**config.mk**
```make
export PLATFORM = sky130hd
export DESIGN_NAME = nfc_host
export DESIGN_NICKNAME = d
export VERILOG_FILES = /design/src/nfc_host.v /design/src/nfc_strobe.v
export VERILOG_INCLUDE_DIRS = /design/src
export SDC_FILE = /design/constraint.sdc
export NUM_CORES = 1
export LEC_CHECK = 0
export BUFFER_PORTS_ARGS = -buffer_cell sky130_fd_sc_hd__buf_4
export CAP_MARGIN = 5
export CORE_UTILIZATION = 50
export DETAILED_ROUTE_END_ITERATION = 8
export PLACE_DENSITY = 0.7
export SLEW_MARGIN = 20
export SYNTH_ARGS = -nofsm -noshare
export SYNTH_HDL_FRONTEND = slang
export SYNTH_SLANG_ARGS = --single-unit
```
**constraint.sdc**
```tcl
create_clock -name clk -period 2.8 [get_ports clk]
set_input_delay 0.42 -clock clk [delete_from_list [all_inputs] [get_ports clk]]
set_output_delay 0.42 -clock clk [all_outputs]
set_load 0.01 [all_outputs]
```
**src/nfc_consts.vh**
```
// Constants of the NAND flash host controller: command codes, address map, timing.
// Assumes a 50 MHz clock; included by nfc_host.v and nfc_strobe.v.
`ifndef NFC_CONSTS_VH
`define NFC_CONSTS_VH
`define NFC_CMD_READ_A     8'h00
`define NFC_CMD_READ_B     8'h01
`define NFC_CMD_READ_C     8'h50
`define NFC_CMD_READ_IDENTIFICATION    8'h90
`define NFC_CMD_RESET      8'hff
`define NFC_CMD_PROG       8'h80
`define NFC_CMD_PROG_GO    8'h10
`define NFC_CMD_ERASE      8'h60
`define NFC_CMD_ERASE_GO   8'hd0
`define NFC_CMD_PROT1      8'h41
`define NFC_CMD_PROT2      8'h42
`define NFC_CMD_PROT3      8'h43
`define NFC_CMD_STATUS     8'h70
`define NFC_CMD_PROT_ST    8'h7a
`define NFC_OP_READ        3'h0
`define NFC_OP_PROG        3'h1
`define NFC_OP_ERASE       3'h2
`define NFC_OP_SINGLE      3'h3
`define NFC_OP_ID          3'h4
`define NFC_PAGE_BYTES     10'd528
`define NFC_SPARE_START    10'd512
`define NFC_HALF_BIT       8
`define NFC_PAGE_LSB       9
`define NFC_BLOCK_LSB      14
`define NFC_ADDR_W         26
`define NFC_STROBE_CYC     4'h2
`endif

```
**src/nfc_host.v**
```verilog
// NAND flash host sequencer: command, address and data bytes on the flash pins.
// Assumes nfc_consts.vh, a 50 MHz clock, and the flash ready/busy pulled up externally.
`include "nfc_consts.vh"
module nfc_host (
  input  wire        clk,
  input  wire        rst_n,
  input  wire        ce,
  input  wire        req_valid,
  output wire        req_ready,
  input  wire [2:0]  req_op,
  input  wire [7:0]  req_cmd,
  input  wire [25:0] req_addr,
  input  wire [9:0]  req_len,
  input  wire [7:0]  wr_data,
  output wire        wr_data_ready,
  output reg  [7:0]  rd_data,
  output reg         rd_data_valid,
  output reg         op_done,
  output reg         cmd_refused,
  output wire        flash_busy,
  output reg         chip_sel_n,
  output reg         cmd_latch,
  output reg         addr_latch,
  output wire        wr_strobe_n,
  output wire        read_strobe_n,
  output reg  [7:0]  io_out,
  output reg         io_oe,
  input  wire [7:0]  io_in,
  input  wire        ready_busy_n
);
  localparam S_IDLE  = 3'd0;
  localparam S_CMD   = 3'd1;
  localparam S_ADDR  = 3'd2;
  localparam S_WDATA = 3'd3;
  localparam S_CONF  = 3'd4;
  localparam S_WAIT  = 3'd5;
  localparam S_RDATA = 3'd6;
  localparam S_BUSYW = 3'd7;

  reg [2:0]  state;
  reg [2:0]  op;
  reg [7:0]  cmd;
  reg [25:0] addr;
  reg [9:0]  count;
  reg [1:0]  acyc;
  wire [1:0] asel;
  reg        go;
  reg [7:0]  io_meta;
  reg [7:0]  io_sync;
  reg [1:0]  rb_meta;
  wire       rb_ready;
  wire       done;
  wire       rd_cyc;
  wire       legal;
  wire       busy_ok;
  reg [7:0]  addr_byte;

  // Two-stage synchronisers for pins
  always @(posedge clk) begin
    if (!rst_n) begin
      io_meta <= 8'h00;
      io_sync <= 8'h00;
      rb_meta <= 2'b11;
    end else if (ce) begin
      io_meta <= io_in;
      io_sync <= io_meta;
      rb_meta <= {rb_meta[0], ready_busy_n};
    end
  end
  assign rb_ready   = rb_meta[1];
  assign flash_busy = !rb_ready;

  assign legal = (req_cmd == `NFC_CMD_READ_A) || (req_cmd == `NFC_CMD_READ_B) ||
                 (req_cmd == `NFC_CMD_READ_C) || (req_cmd == `NFC_CMD_READ_IDENTIFICATION) ||
                 (req_cmd == `NFC_CMD_RESET) || (req_cmd == `NFC_CMD_PROG) ||
                 (req_cmd == `NFC_CMD_ERASE) || (req_cmd == `NFC_CMD_PROT1) ||
                 (req_cmd == `NFC_CMD_PROT2) || (req_cmd == `NFC_CMD_PROT3) ||
                 (req_cmd == `NFC_CMD_STATUS) || (req_cmd == `NFC_CMD_PROT_ST);
  assign busy_ok = (req_cmd == `NFC_CMD_RESET) || (req_cmd == `NFC_CMD_STATUS);

  assign req_ready     = (state == S_IDLE);
  assign wr_data_ready = (state == S_ADDR && done && acyc == 2'd3 && op == `NFC_OP_PROG &&
                          count != 10'h0) || (state == S_WDATA && done && count != 10'h1);
  assign rd_cyc        = (state == S_RDATA);
  // Next address byte is chosen on the cycle that ends the previous one
  assign asel          = (state == S_ADDR && done) ? acyc + 2'd1 : acyc;

  // Address cycle mapping
  always @* begin
    case (asel)
      2'd0:    addr_byte = addr[7:0];
      2'd1:    addr_byte = addr[16:9];
      2'd2:    addr_byte = addr[24:17];
      default: addr_byte = {7'h00, addr[25]};
    endcase
  end

  nfc_strobe u_strobe (
    .clk           (clk),
    .rst_n         (rst_n),
    .ce            (ce),
    .go            (go),
    .is_read       (rd_cyc),
    .done          (done),
    .wr_strobe_n   (wr_strobe_n),
    .read_strobe_n (read_strobe_n)
  );

  always @(posedge clk) begin
    if (!rst_n) begin
      state         <= S_IDLE;
      op            <= `NFC_OP_SINGLE;
      cmd           <= 8'h00;
      addr          <= 26'h0;
      count         <= 10'h0;
      acyc          <= 2'd0;
      go            <= 1'b0;
      rd_data       <= 8'h00;
      rd_data_valid <= 1'b0;
      op_done       <= 1'b0;
      cmd_refused   <= 1'b0;
      chip_sel_n    <= 1'b1;
      cmd_latch     <= 1'b0;
      addr_latch    <= 1'b0;
      io_out        <= 8'h00;
      io_oe         <= 1'b0;
    end else if (ce) begin
      rd_data_valid <= 1'b0;
      op_done       <= 1'b0;
      cmd_refused   <= 1'b0;
      go            <= 1'b0;
      case (state)
        S_IDLE: begin
          if (req_valid) begin
            if (!legal || (!rb_ready && !busy_ok)) begin
              cmd_refused <= 1'b1;
            end else begin
              op         <= req_op;
              cmd        <= req_cmd;
              addr       <= req_addr;
              count      <= (req_len > `NFC_PAGE_BYTES) ? `NFC_PAGE_BYTES : req_len;
              acyc       <= (req_op == `NFC_OP_ERASE) ? 2'd1 : 2'd0;
              chip_sel_n <= 1'b0;
              cmd_latch  <= 1'b1;
              io_out     <= req_cmd;
              io_oe      <= 1'b1;
              go         <= 1'b1;
              state      <= S_CMD;
            end
          end
        end
        S_CMD: begin
          if (done) begin
            cmd_latch <= 1'b0;
            if (op == `NFC_OP_SINGLE || op == `NFC_OP_ID && cmd != `NFC_CMD_READ_IDENTIFICATION) begin
              state <= S_WAIT;
            end else if (op == `NFC_OP_ID) begin
              addr_latch <= 1'b1;
              io_out     <= 8'h00;
              acyc       <= 2'd3;
              go         <= 1'b1;
              state      <= S_ADDR;
            end else begin
              addr_latch <= 1'b1;
              io_out     <= addr_byte;
              go         <= 1'b1;
              state      <= S_ADDR;
            end
          end
        end
        S_ADDR: begin
          if (done) begin
            if (acyc == 2'd3) begin
              addr_latch <= 1'b0;
              if (op == `NFC_OP_PROG) begin
                state <= S_WDATA;
                io_out <= wr_data;
                go     <= (count != 10'h0);
                if (count == 10'h0)
                  state <= S_CONF;
              end else if (op == `NFC_OP_ERASE) begin
                state <= S_CONF;
              end else begin
                io_oe <= 1'b0;
                state <= (op == `NFC_OP_ID) ? S_RDATA : S_BUSYW;
              end
            end else begin
              acyc   <= acyc + 2'd1;
              io_out <= addr_byte;
              go     <= 1'b1;
              state  <= S_ADDR;
            end
          end
        end
        S_WDATA: begin
          if (done) begin
            count <= count - 10'h1;
            if (count == 10'h1) begin
              state <= S_CONF;
            end else begin
              io_out <= wr_data;
              go     <= 1'b1;
            end
          end
        end
        S_CONF: begin
          if (!go && !cmd_latch) begin
            cmd_latch <= 1'b1;
            io_out    <= (op == `NFC_OP_ERASE) ? `NFC_CMD_ERASE_GO : `NFC_CMD_PROG_GO;
            go        <= 1'b1;
          end else if (done) begin
            cmd_latch <= 1'b0;
            io_oe     <= 1'b0;
            state     <= S_BUSYW;
          end
        end
        S_BUSYW: begin
          if (!rb_ready) begin
            state <= S_WAIT;
          end else if (count == 10'h0 || op != `NFC_OP_READ) begin
            count <= 10'h0;
          end
        end
        S_WAIT: begin
          if (rb_ready) begin
            io_oe <= 1'b0;
            if (op == `NFC_OP_READ || op == `NFC_OP_ID || cmd == `NFC_CMD_STATUS ||
                cmd == `NFC_CMD_PROT_ST) begin
              if (count == 10'h0) begin
                chip_sel_n <= 1'b1;
                op_done    <= 1'b1;
                state      <= S_IDLE;
              end else begin
                go    <= 1'b1;
                state <= S_RDATA;
              end
            end else begin
              chip_sel_n <= 1'b1;
              op_done    <= 1'b1;
              state      <= S_IDLE;
            end
          end
        end
        S_RDATA: begin
          if (count == 10'h0) begin
            chip_sel_n <= 1'b1;
            op_done    <= 1'b1;
            state      <= S_IDLE;
          end else if (done) begin
            rd_data       <= io_sync;
            rd_data_valid <= 1'b1;
            count         <= count - 10'h1;
            go            <= (count != 10'h1);
          end else if (!go && !read_strobe_n == 1'b0) begin
            go <= 1'b1;
          end
        end
        default: state <= S_IDLE;
      endcase
    end
  end
endmodule

```
**src/nfc_strobe.v**
```verilog
// One bus cycle on the flash pins: drives write or read strobe low for a fixed time.
// Assumes nfc_consts.vh and a 50 MHz clock; pins sampled by the caller.
`include "nfc_consts.vh"
module nfc_strobe (
  input  wire       clk,
  input  wire       rst_n,
  input  wire       ce,
  input  wire       go,
  input  wire       is_read,
  output wire       done,
  output reg        wr_strobe_n,
  output reg        read_strobe_n
);
  reg [3:0] cnt;
  reg       active;
  assign done = active && (cnt == 4'h0) && ce;
  always @(posedge clk) begin
    if (!rst_n) begin
      cnt           <= 4'h0;
      active        <= 1'b0;
      wr_strobe_n   <= 1'b1;
      read_strobe_n <= 1'b1;
    end else if (ce) begin
      if (go && !active) begin
        active <= 1'b1;
        cnt    <= `NFC_STROBE_CYC;
        if (is_read)
          read_strobe_n <= 1'b0;
        else
          wr_strobe_n   <= 1'b0;
      end else if (active) begin
        if (cnt == 4'h1) begin
          wr_strobe_n   <= 1'b1;
          read_strobe_n <= 1'b1;
        end
        if (cnt == 4'h0)
          active <= 1'b0;
        else
          cnt <= cnt - 4'h1;
      end
    end
  end
endmodule

```
; After elaboration in Yosys (flattened, before gate mapping)
; Index checks and enable logic that the tools add are counted.
; Widths: inputs -> output; s select.
[totals]
reg_bits = 101
latch_bits = 0
ramBits = 0
romBits = 0
in_bits = 68
out_inout_bits = 28
elab_cells = 270
mem_count = 0
[classes]
add_sub_neg = 3
mul = 0
div_mod_pow = 0
n_lt_le_gt_ge = 1
n_eq_ne = 58
shift = 0
mux = 115
n_bitwise = 2
n_reduce_logical = 68
[op_table]
columns = op, count
row1 = $mux 8, 12
row2 = $eq 8x7->1 const B, 9
row3 = $mux 10, 7
row4 = $mux 1, 56
row5 = $mux 3, 17
row6 = $ne 2x2->1 const B, 22
row7 = $pmux 10 s4, 1
row8 = $pmux 8 s5, 1
row9 = $eq 8x8->1 const B, 3
row10 = $pmux 3 s8, 1
row11 = $pmux 8 s3, 1
row12 = $reduce_and 11->1, 2
row13 = $reduce_and 4->1, 5
row14 = $logic_or 1x1->1, 19
row15 = $mux 2, 9
row16 = $eq 3x2->1 const B, 5
row17 = $eq 3x3->1 const B, 5
row18 = $logic_and 1x1->1, 13
row19 = $mux 4, 3
row20 = $reduce_and 12->1, 1
row21 = $reduce_bool 3->1, 4
row22 = $eq 10x1->1 const B, 1
row23 = $gt 10x10->1 const B, 1
row24 = $logic_not 10->1, 1
row25 = 32 further kinds, 48

; Depth between registers and ports, before layout
[logic_depth]
word_depth = 17
mapped_depth = 10
depth_no_buf = 8

; Modules after synthesis
; A second synthesis with hierarchy kept.
[unflattened]
hier_cells = 704
area_unflattened_um2 = 5532.8
[by_module_without_submodules]
columns = mod, instances, cells_per_inst, area_per_inst_um2, seq_area_each_um2
row1 = nfc_host, 1, 653, 5112.4, 1861.8
row2 = nfc_strobe, 1, 51, 420.4, 140.1

; Worst setup path before layout
; OpenSTA, ideal clock, no wires.
[synth_path]
kind = input-to-reg
start = input port req_cmd[4]
end = register count[2]
setup_ns = 0.134
arrival_time_ns = 2.395
t_required_ns = 2.666
slack_ns = 0.270
cell_stages = 8
path_buffers = 2
path_cell_list = or3b_1 mux2_2 a2111o_1 a31o_1 buf_6 buf_2 o311ai_0 o31ai_1
[synth_via]
elab_chain_len = 16
elab_cells_between_ends = 30
classes_between = eq/ne: 12 / reduce/logical: 18
[synth_lines]
columns = element, line
row1 = from (decl), nfc_host.v:11  ; input wire [7:0] req_cmd,
row2 = $eq 8x1->1 (no line) or $logic_not 8->1 (tied branches), --
row3 = $logic_or 1x1->1 (11 in a row), nfc_host.v:73  ; assign legal = (req_cmd == `NFC_CMD_READ_A) || (req_cmd == `NFC_CMD_READ_B) ||
row4 = $logic_not 1->1, nfc_host.v:135  ; if (!legal || (!rb_ready && !busy_ok)) begin
row5 = $logic_or 1x1->1 *, nfc_host.v:135
row6 = $ne 2x2->1 (no line) *, --
row7 = $reduce_and 7->1 (no line) *, --
row8 = to (signal assigned), nfc_host.v:141  ; count <= (req_len > `NFC_PAGE_BYTES) ? `NFC_PAGE_BYTES : req_len;
row9 = to (signal assigned), nfc_host.v:197  ; count <= count - 10'h1;
row10 = to (signal assigned), nfc_host.v:252  ; count <= count - 10'h1;
row11 = to (decl), nfc_host.v:44  ; reg [9:0] count;
; Every way passes the cells marked *; elsewhere a longest branch is shown, timed or not.
; A chain may end at the register's enable or synchronous reset.

; Worst setup path in the final report
[layout_path]
start = register state[1]
end = output port wr_data_ready
[layout_via]
elab_chain_len = 6
elab_cells_between_ends = 9
classes_between = eq/ne: 2 / reduce/logical: 7
[layout_lines]
columns = element, line
row1 = from (decl), nfc_host.v:40  ; reg [2:0] state;
row2 = from (signal assigned), nfc_host.v:185  ; state <= (op == `NFC_OP_ID) ? S_RDATA : S_BUSYW;
row3 = $eq 3x2->1, nfc_host.v:82  ; assign wr_data_ready = (state == S_ADDR && done && acyc == 2'd3 && op == `NFC_OP_PROG &&
row4 = $logic_and 1x1->1 (2 in a row), nfc_host.v:82
row5 = $logic_and 1x1->1 (no line), --
row6 = $logic_and 1x1->1, nfc_host.v:82
row7 = $logic_or 1x1->1 *, nfc_host.v:82
row8 = to (decl), nfc_host.v:15  ; output wire wr_data_ready,
; Marks and branches as above.

==> impl_metrics.py <==
metrics = {
    "final_layout": {
        "syn2layout_area_growth_pct": 21.9,
        "nNetsFinal": 858,
        "final_common_cell": "buf_4",
        "drive_above_1_share": 0.223,
        "insertedDiodeCount": 0,
        "layout_common_cells": "buf_4 (138), nor2_1 (108), dfxtp_1 (100), mux2i_1 (71), o21ai_0 (43)",
    },
    "synthesis": {
        "syn-num-nets": 755,
        "synth.avg_cell_area_um2": 8.17,
        "synthFlopType": "dfxtp_1",
        "ys_warn_count": 0,
        "synth.area.top_cells": "dfxtp_1 (36%), mux2i_1 (13%), nor2_1 (7.3%)",
        "ys_async_sr_fraction": 0,
        "postSynthCellCount": 682,
        "ys_ff_latch": 100,
        "seq_area_frac_synth": 0.359,
        "yosys.area_share.simple": 0.216,
        "synthAdderAreaFrac": 0.0112,
        "synth-xor-area-share": 0.0126,
        "synth_compound_area_frac": 0.212,
        "ys_types": 63,
        "synthMuxAreaShare": 0.142,
        "synth_top_area_frac": 0.359,
        "synth_top_family_by_area": "simple AND/OR/NAND/NOR gates",
        "synth_edf_count": 0,
        "synth.cell_area_mm2": 0.00557,
        "synth_top_cell_by_area": "dfxtp_1",
    },
    "cts": {
        "cts_max_level": 3,
        "clock_latency_ns": 0.39,
        "post_cts_resized": 0,
        "post-cts-setup-buffers": 0,
        "root_buffer": "clkbuf_8",
        "clkTransAtPathRegs_ns": 0.10,
        "cts_made_buffers": 9,
        "cts_hold_buf": 0,
        "clkSinkCount": 100,
        "clk_path_buf_depth": 2,
        "cts_tree": "yes",
    },
    "power_and_ir_drop": {
        "power_density_mw_per_mm2": 610,
        "ir_worst_vdd_mv": 0.402,
        "p_leak_nw": 3.00,
    },
    "outcome": {
        "status": "complete, no violations",
    },
    "setup_path": {
        "worstPathArrival_ns": 2.22,
        "criticalPathCategory": "flop to primary output",
        "critPathLaunchType": "flop",
        "end_kind": "primary output",
        "cp_max_fo": 27,
        "cp_num_buf_inv": 3,
        "cpMostUsedCell": "buf_4",
        "path_delay_family": "simple AND/OR/NAND/NOR gates",
        "worstPathCellList": "buf_4 > nor3b_1 > buf_4 > and3_1 > nand2_1 > a21oi_1 > buf_4",
        "cp_slowest_stage_delay_ns": 0.44,
        "rr_startpoint": "rb_meta[1]$_SDFFE_PN1P_",
        "reg2reg_depth": 7,
        "r2r_slack_ns": 0.22,
        "cp_data_required_time_ns": 2.38,
        "critPathSlowestCell": "nor3b_1",
        "r2r_end": "io_oe$_SDFFE_PN0P_",
    },
    "min_path": {
        "hold_path_end": "rb_meta[0]$_SDFFE_PN1P_",
        "hold_start": "ready_busy_n",
        "hold_path_depth": 3,
        "hold_class": "input pin to flop",
    },
    "timing": {
        "max_freq_ghz": 0.380,
        "fin_skew_ns": 0.00932,
        "max_slew_margin": 0.530,
        "hold_slack_ns": 0.242,
        "report.final.slew_viol_count": 0,
        "tightest_slew_ns": 0.705,
        "tns_ns": 0,
        "period_minus_slack_ns": 2.64,
        "finalHoldViolations": 0,
        "final.period_utilization": 0.941,
        "finalSetupViolCount": 0,
        "rsz0062_at_grt": "no",
    },
    "routing": {
        "vias_per_cell": 6.09,
        "drt-pass1-iter-count": 6,
        "ant_nets": 0,
        "drt_iter0_drc": 330,
        "via_count": 5654,
        "wl_per_cell_um": 17.7,
        "wl_mm": 16.4,
        "drc": 0,
    },
    "global_routing": {
        "grt_start_max_net_pins": 41,
        "grt_pass1_wl_mm": 26.1,
        "use_met1": 0.383,
        "antenna_found_initial": 0,
        "overflow": 0,
        "grt_pass1_vias": 5216,
        "use_met3": 0.0757,
        "grt_busiest_layer": "met2",
        "grt_usage": 0.290,
        "globalRouteMet2Util": 0.459,
    },
    "place": {
        "dpl.hpwl_mm": 11.9,
        "place.gp.congestion": 0.938,
        "portBuffers": 94,
    },
    "floorplanning": {
        "dieArea_mm2": 0.0116,
        "ios": 96,
        "die_w_um": 108,
        "row_count": 38,
        "start_util": 0.514,
        "coreArea_mm2": 0.0108,
        "die_h_um": 108,
    },
    "job": {
        "max_cap_violations": 0,
    },
}
per-layer routing:
metal / wire length (µm) / vias to the layer above / share of wire
met5: 0 / - / 0
met4: 325 / 0 / 0.020
met3: 1330 / 34 / 0.081
met2: 7560 / 259 / 0.46
met1: 7210 / 2645 / 0.44
li1: - / 2716 / -
state kept, by name (all words and copies together), names as in the netlist, 4 cells and up:
name	count
addr	25
count	10
rd_data	8
cmd	8
io_out	8
io_meta	8
io_sync	8
u_strobe.cnt	4
cells by family (layout without fill, tap and decap cells):
group | after synthesis | in the layout
fa+ha+maj | 5 | 5
xor+xnor | 8 | 8
flops | 100 | 100
buf+inv | 66 | 173
simple gates | 247 | 247
compound gates | 178 | 178
mux | 78 | 78
how the worst max path moves through the flow:
stage	depth (start not counted)	to	slack, ns	startpoint
6_report	7	wr_data_ready	0.16	state[1]$_SDFFE_PN0P_
5_1_grt	7	count[4]$_SDFFE_PN0P_	0.02	rb_meta[1]$_SDFFE_PN1P_
4_1_cts	7	wr_data_ready	0.18	state[1]$_SDFFE_PN0P_
3_5_place_dp	8	io_oe$_SDFFE_PN0P_	0.04	req_cmd[4]
3_3_place_gp	8	io_oe$_SDFFE_PN0P_	0.03	req_cmd[4]
2_1_floorplan	8	count[2]$_SDFFE_PN0P_	0.27	req_cmd[4]
area by class of cell:
| type | count | area (µm²) |
|---|---|---|
| fill | 961 | 4050 |
| multi-input combinational | 516 | 3320 |
| sequential | 100 | 2000 |
| timing repair buffer | 139 | 1060 |
| tap | 140 | 175 |
| clock buffer | 9 | 124 |
| inverter | 19 | 71.3 |
| clock inverter | 6 | 46.3 |
power breakdown:
group / total (W) / switching (W) / internal, W
Clock: 0.000860 / 0.000534 / 0.000326
Sequential: 0.00159 / 0.0000777 / 0.00152
Combinational: 0.00169 / 0.00104 / 0.000655
Total: 0.00415 / 0.00165 / 0.00250
synth_stat cells, types with 3 or more instances:
cell       number
mux2i_1        71
or4_1           4
or3b_2          6
nand2b_1        5
nor4_1          6
nand4_1         3
nand3b_1        5
o32ai_1         9
a31oi_1        10
buf_2           6
dfxtp_1       100
o311ai_0        8
a2bb2oi_1       3
buf_1           3
a2111oi_0       7
xor2_1          3
and2_1          5
clkbuf_1       37
nor2b_1         8
a21oi_1        40
o21ai_0        43
a311oi_1        3
a221o_1         4
inv_1          17
a211oi_1        8
mux2_2          7
nor2_1        108
nor3_1         17
or2_2           5
o211ai_1        4
or3_1           3
xnor2_1         5
ha_1            5
nand2_1        36
nor3b_1        11
nand3_1        14
and3_1          6
o22ai_1         5
a22oi_1         4
o31ai_1         7
worst min-delay path, cell delays in order:
cell	delay [ns]
buf_4	0.07
mux2i_1	0.05
nand2_1	0.06
through the flow:
stage	util	power [W]	cells	area [µm²]	setup WS, ns
after floorplan	-	0.00247	682	5570	0.270
after global placement	0.611	0.00324	914	6620	0.0311
after detailed placement	0.611	0.00327	914	6620	0.0428
after CTS	0.627	0.00414	929	6790	0.181
after global routing	0.627	0.00439	929	6790	0.0154
final	0.627	0.00415	929	6790	0.165
Power figures use the tool's default switching activity.
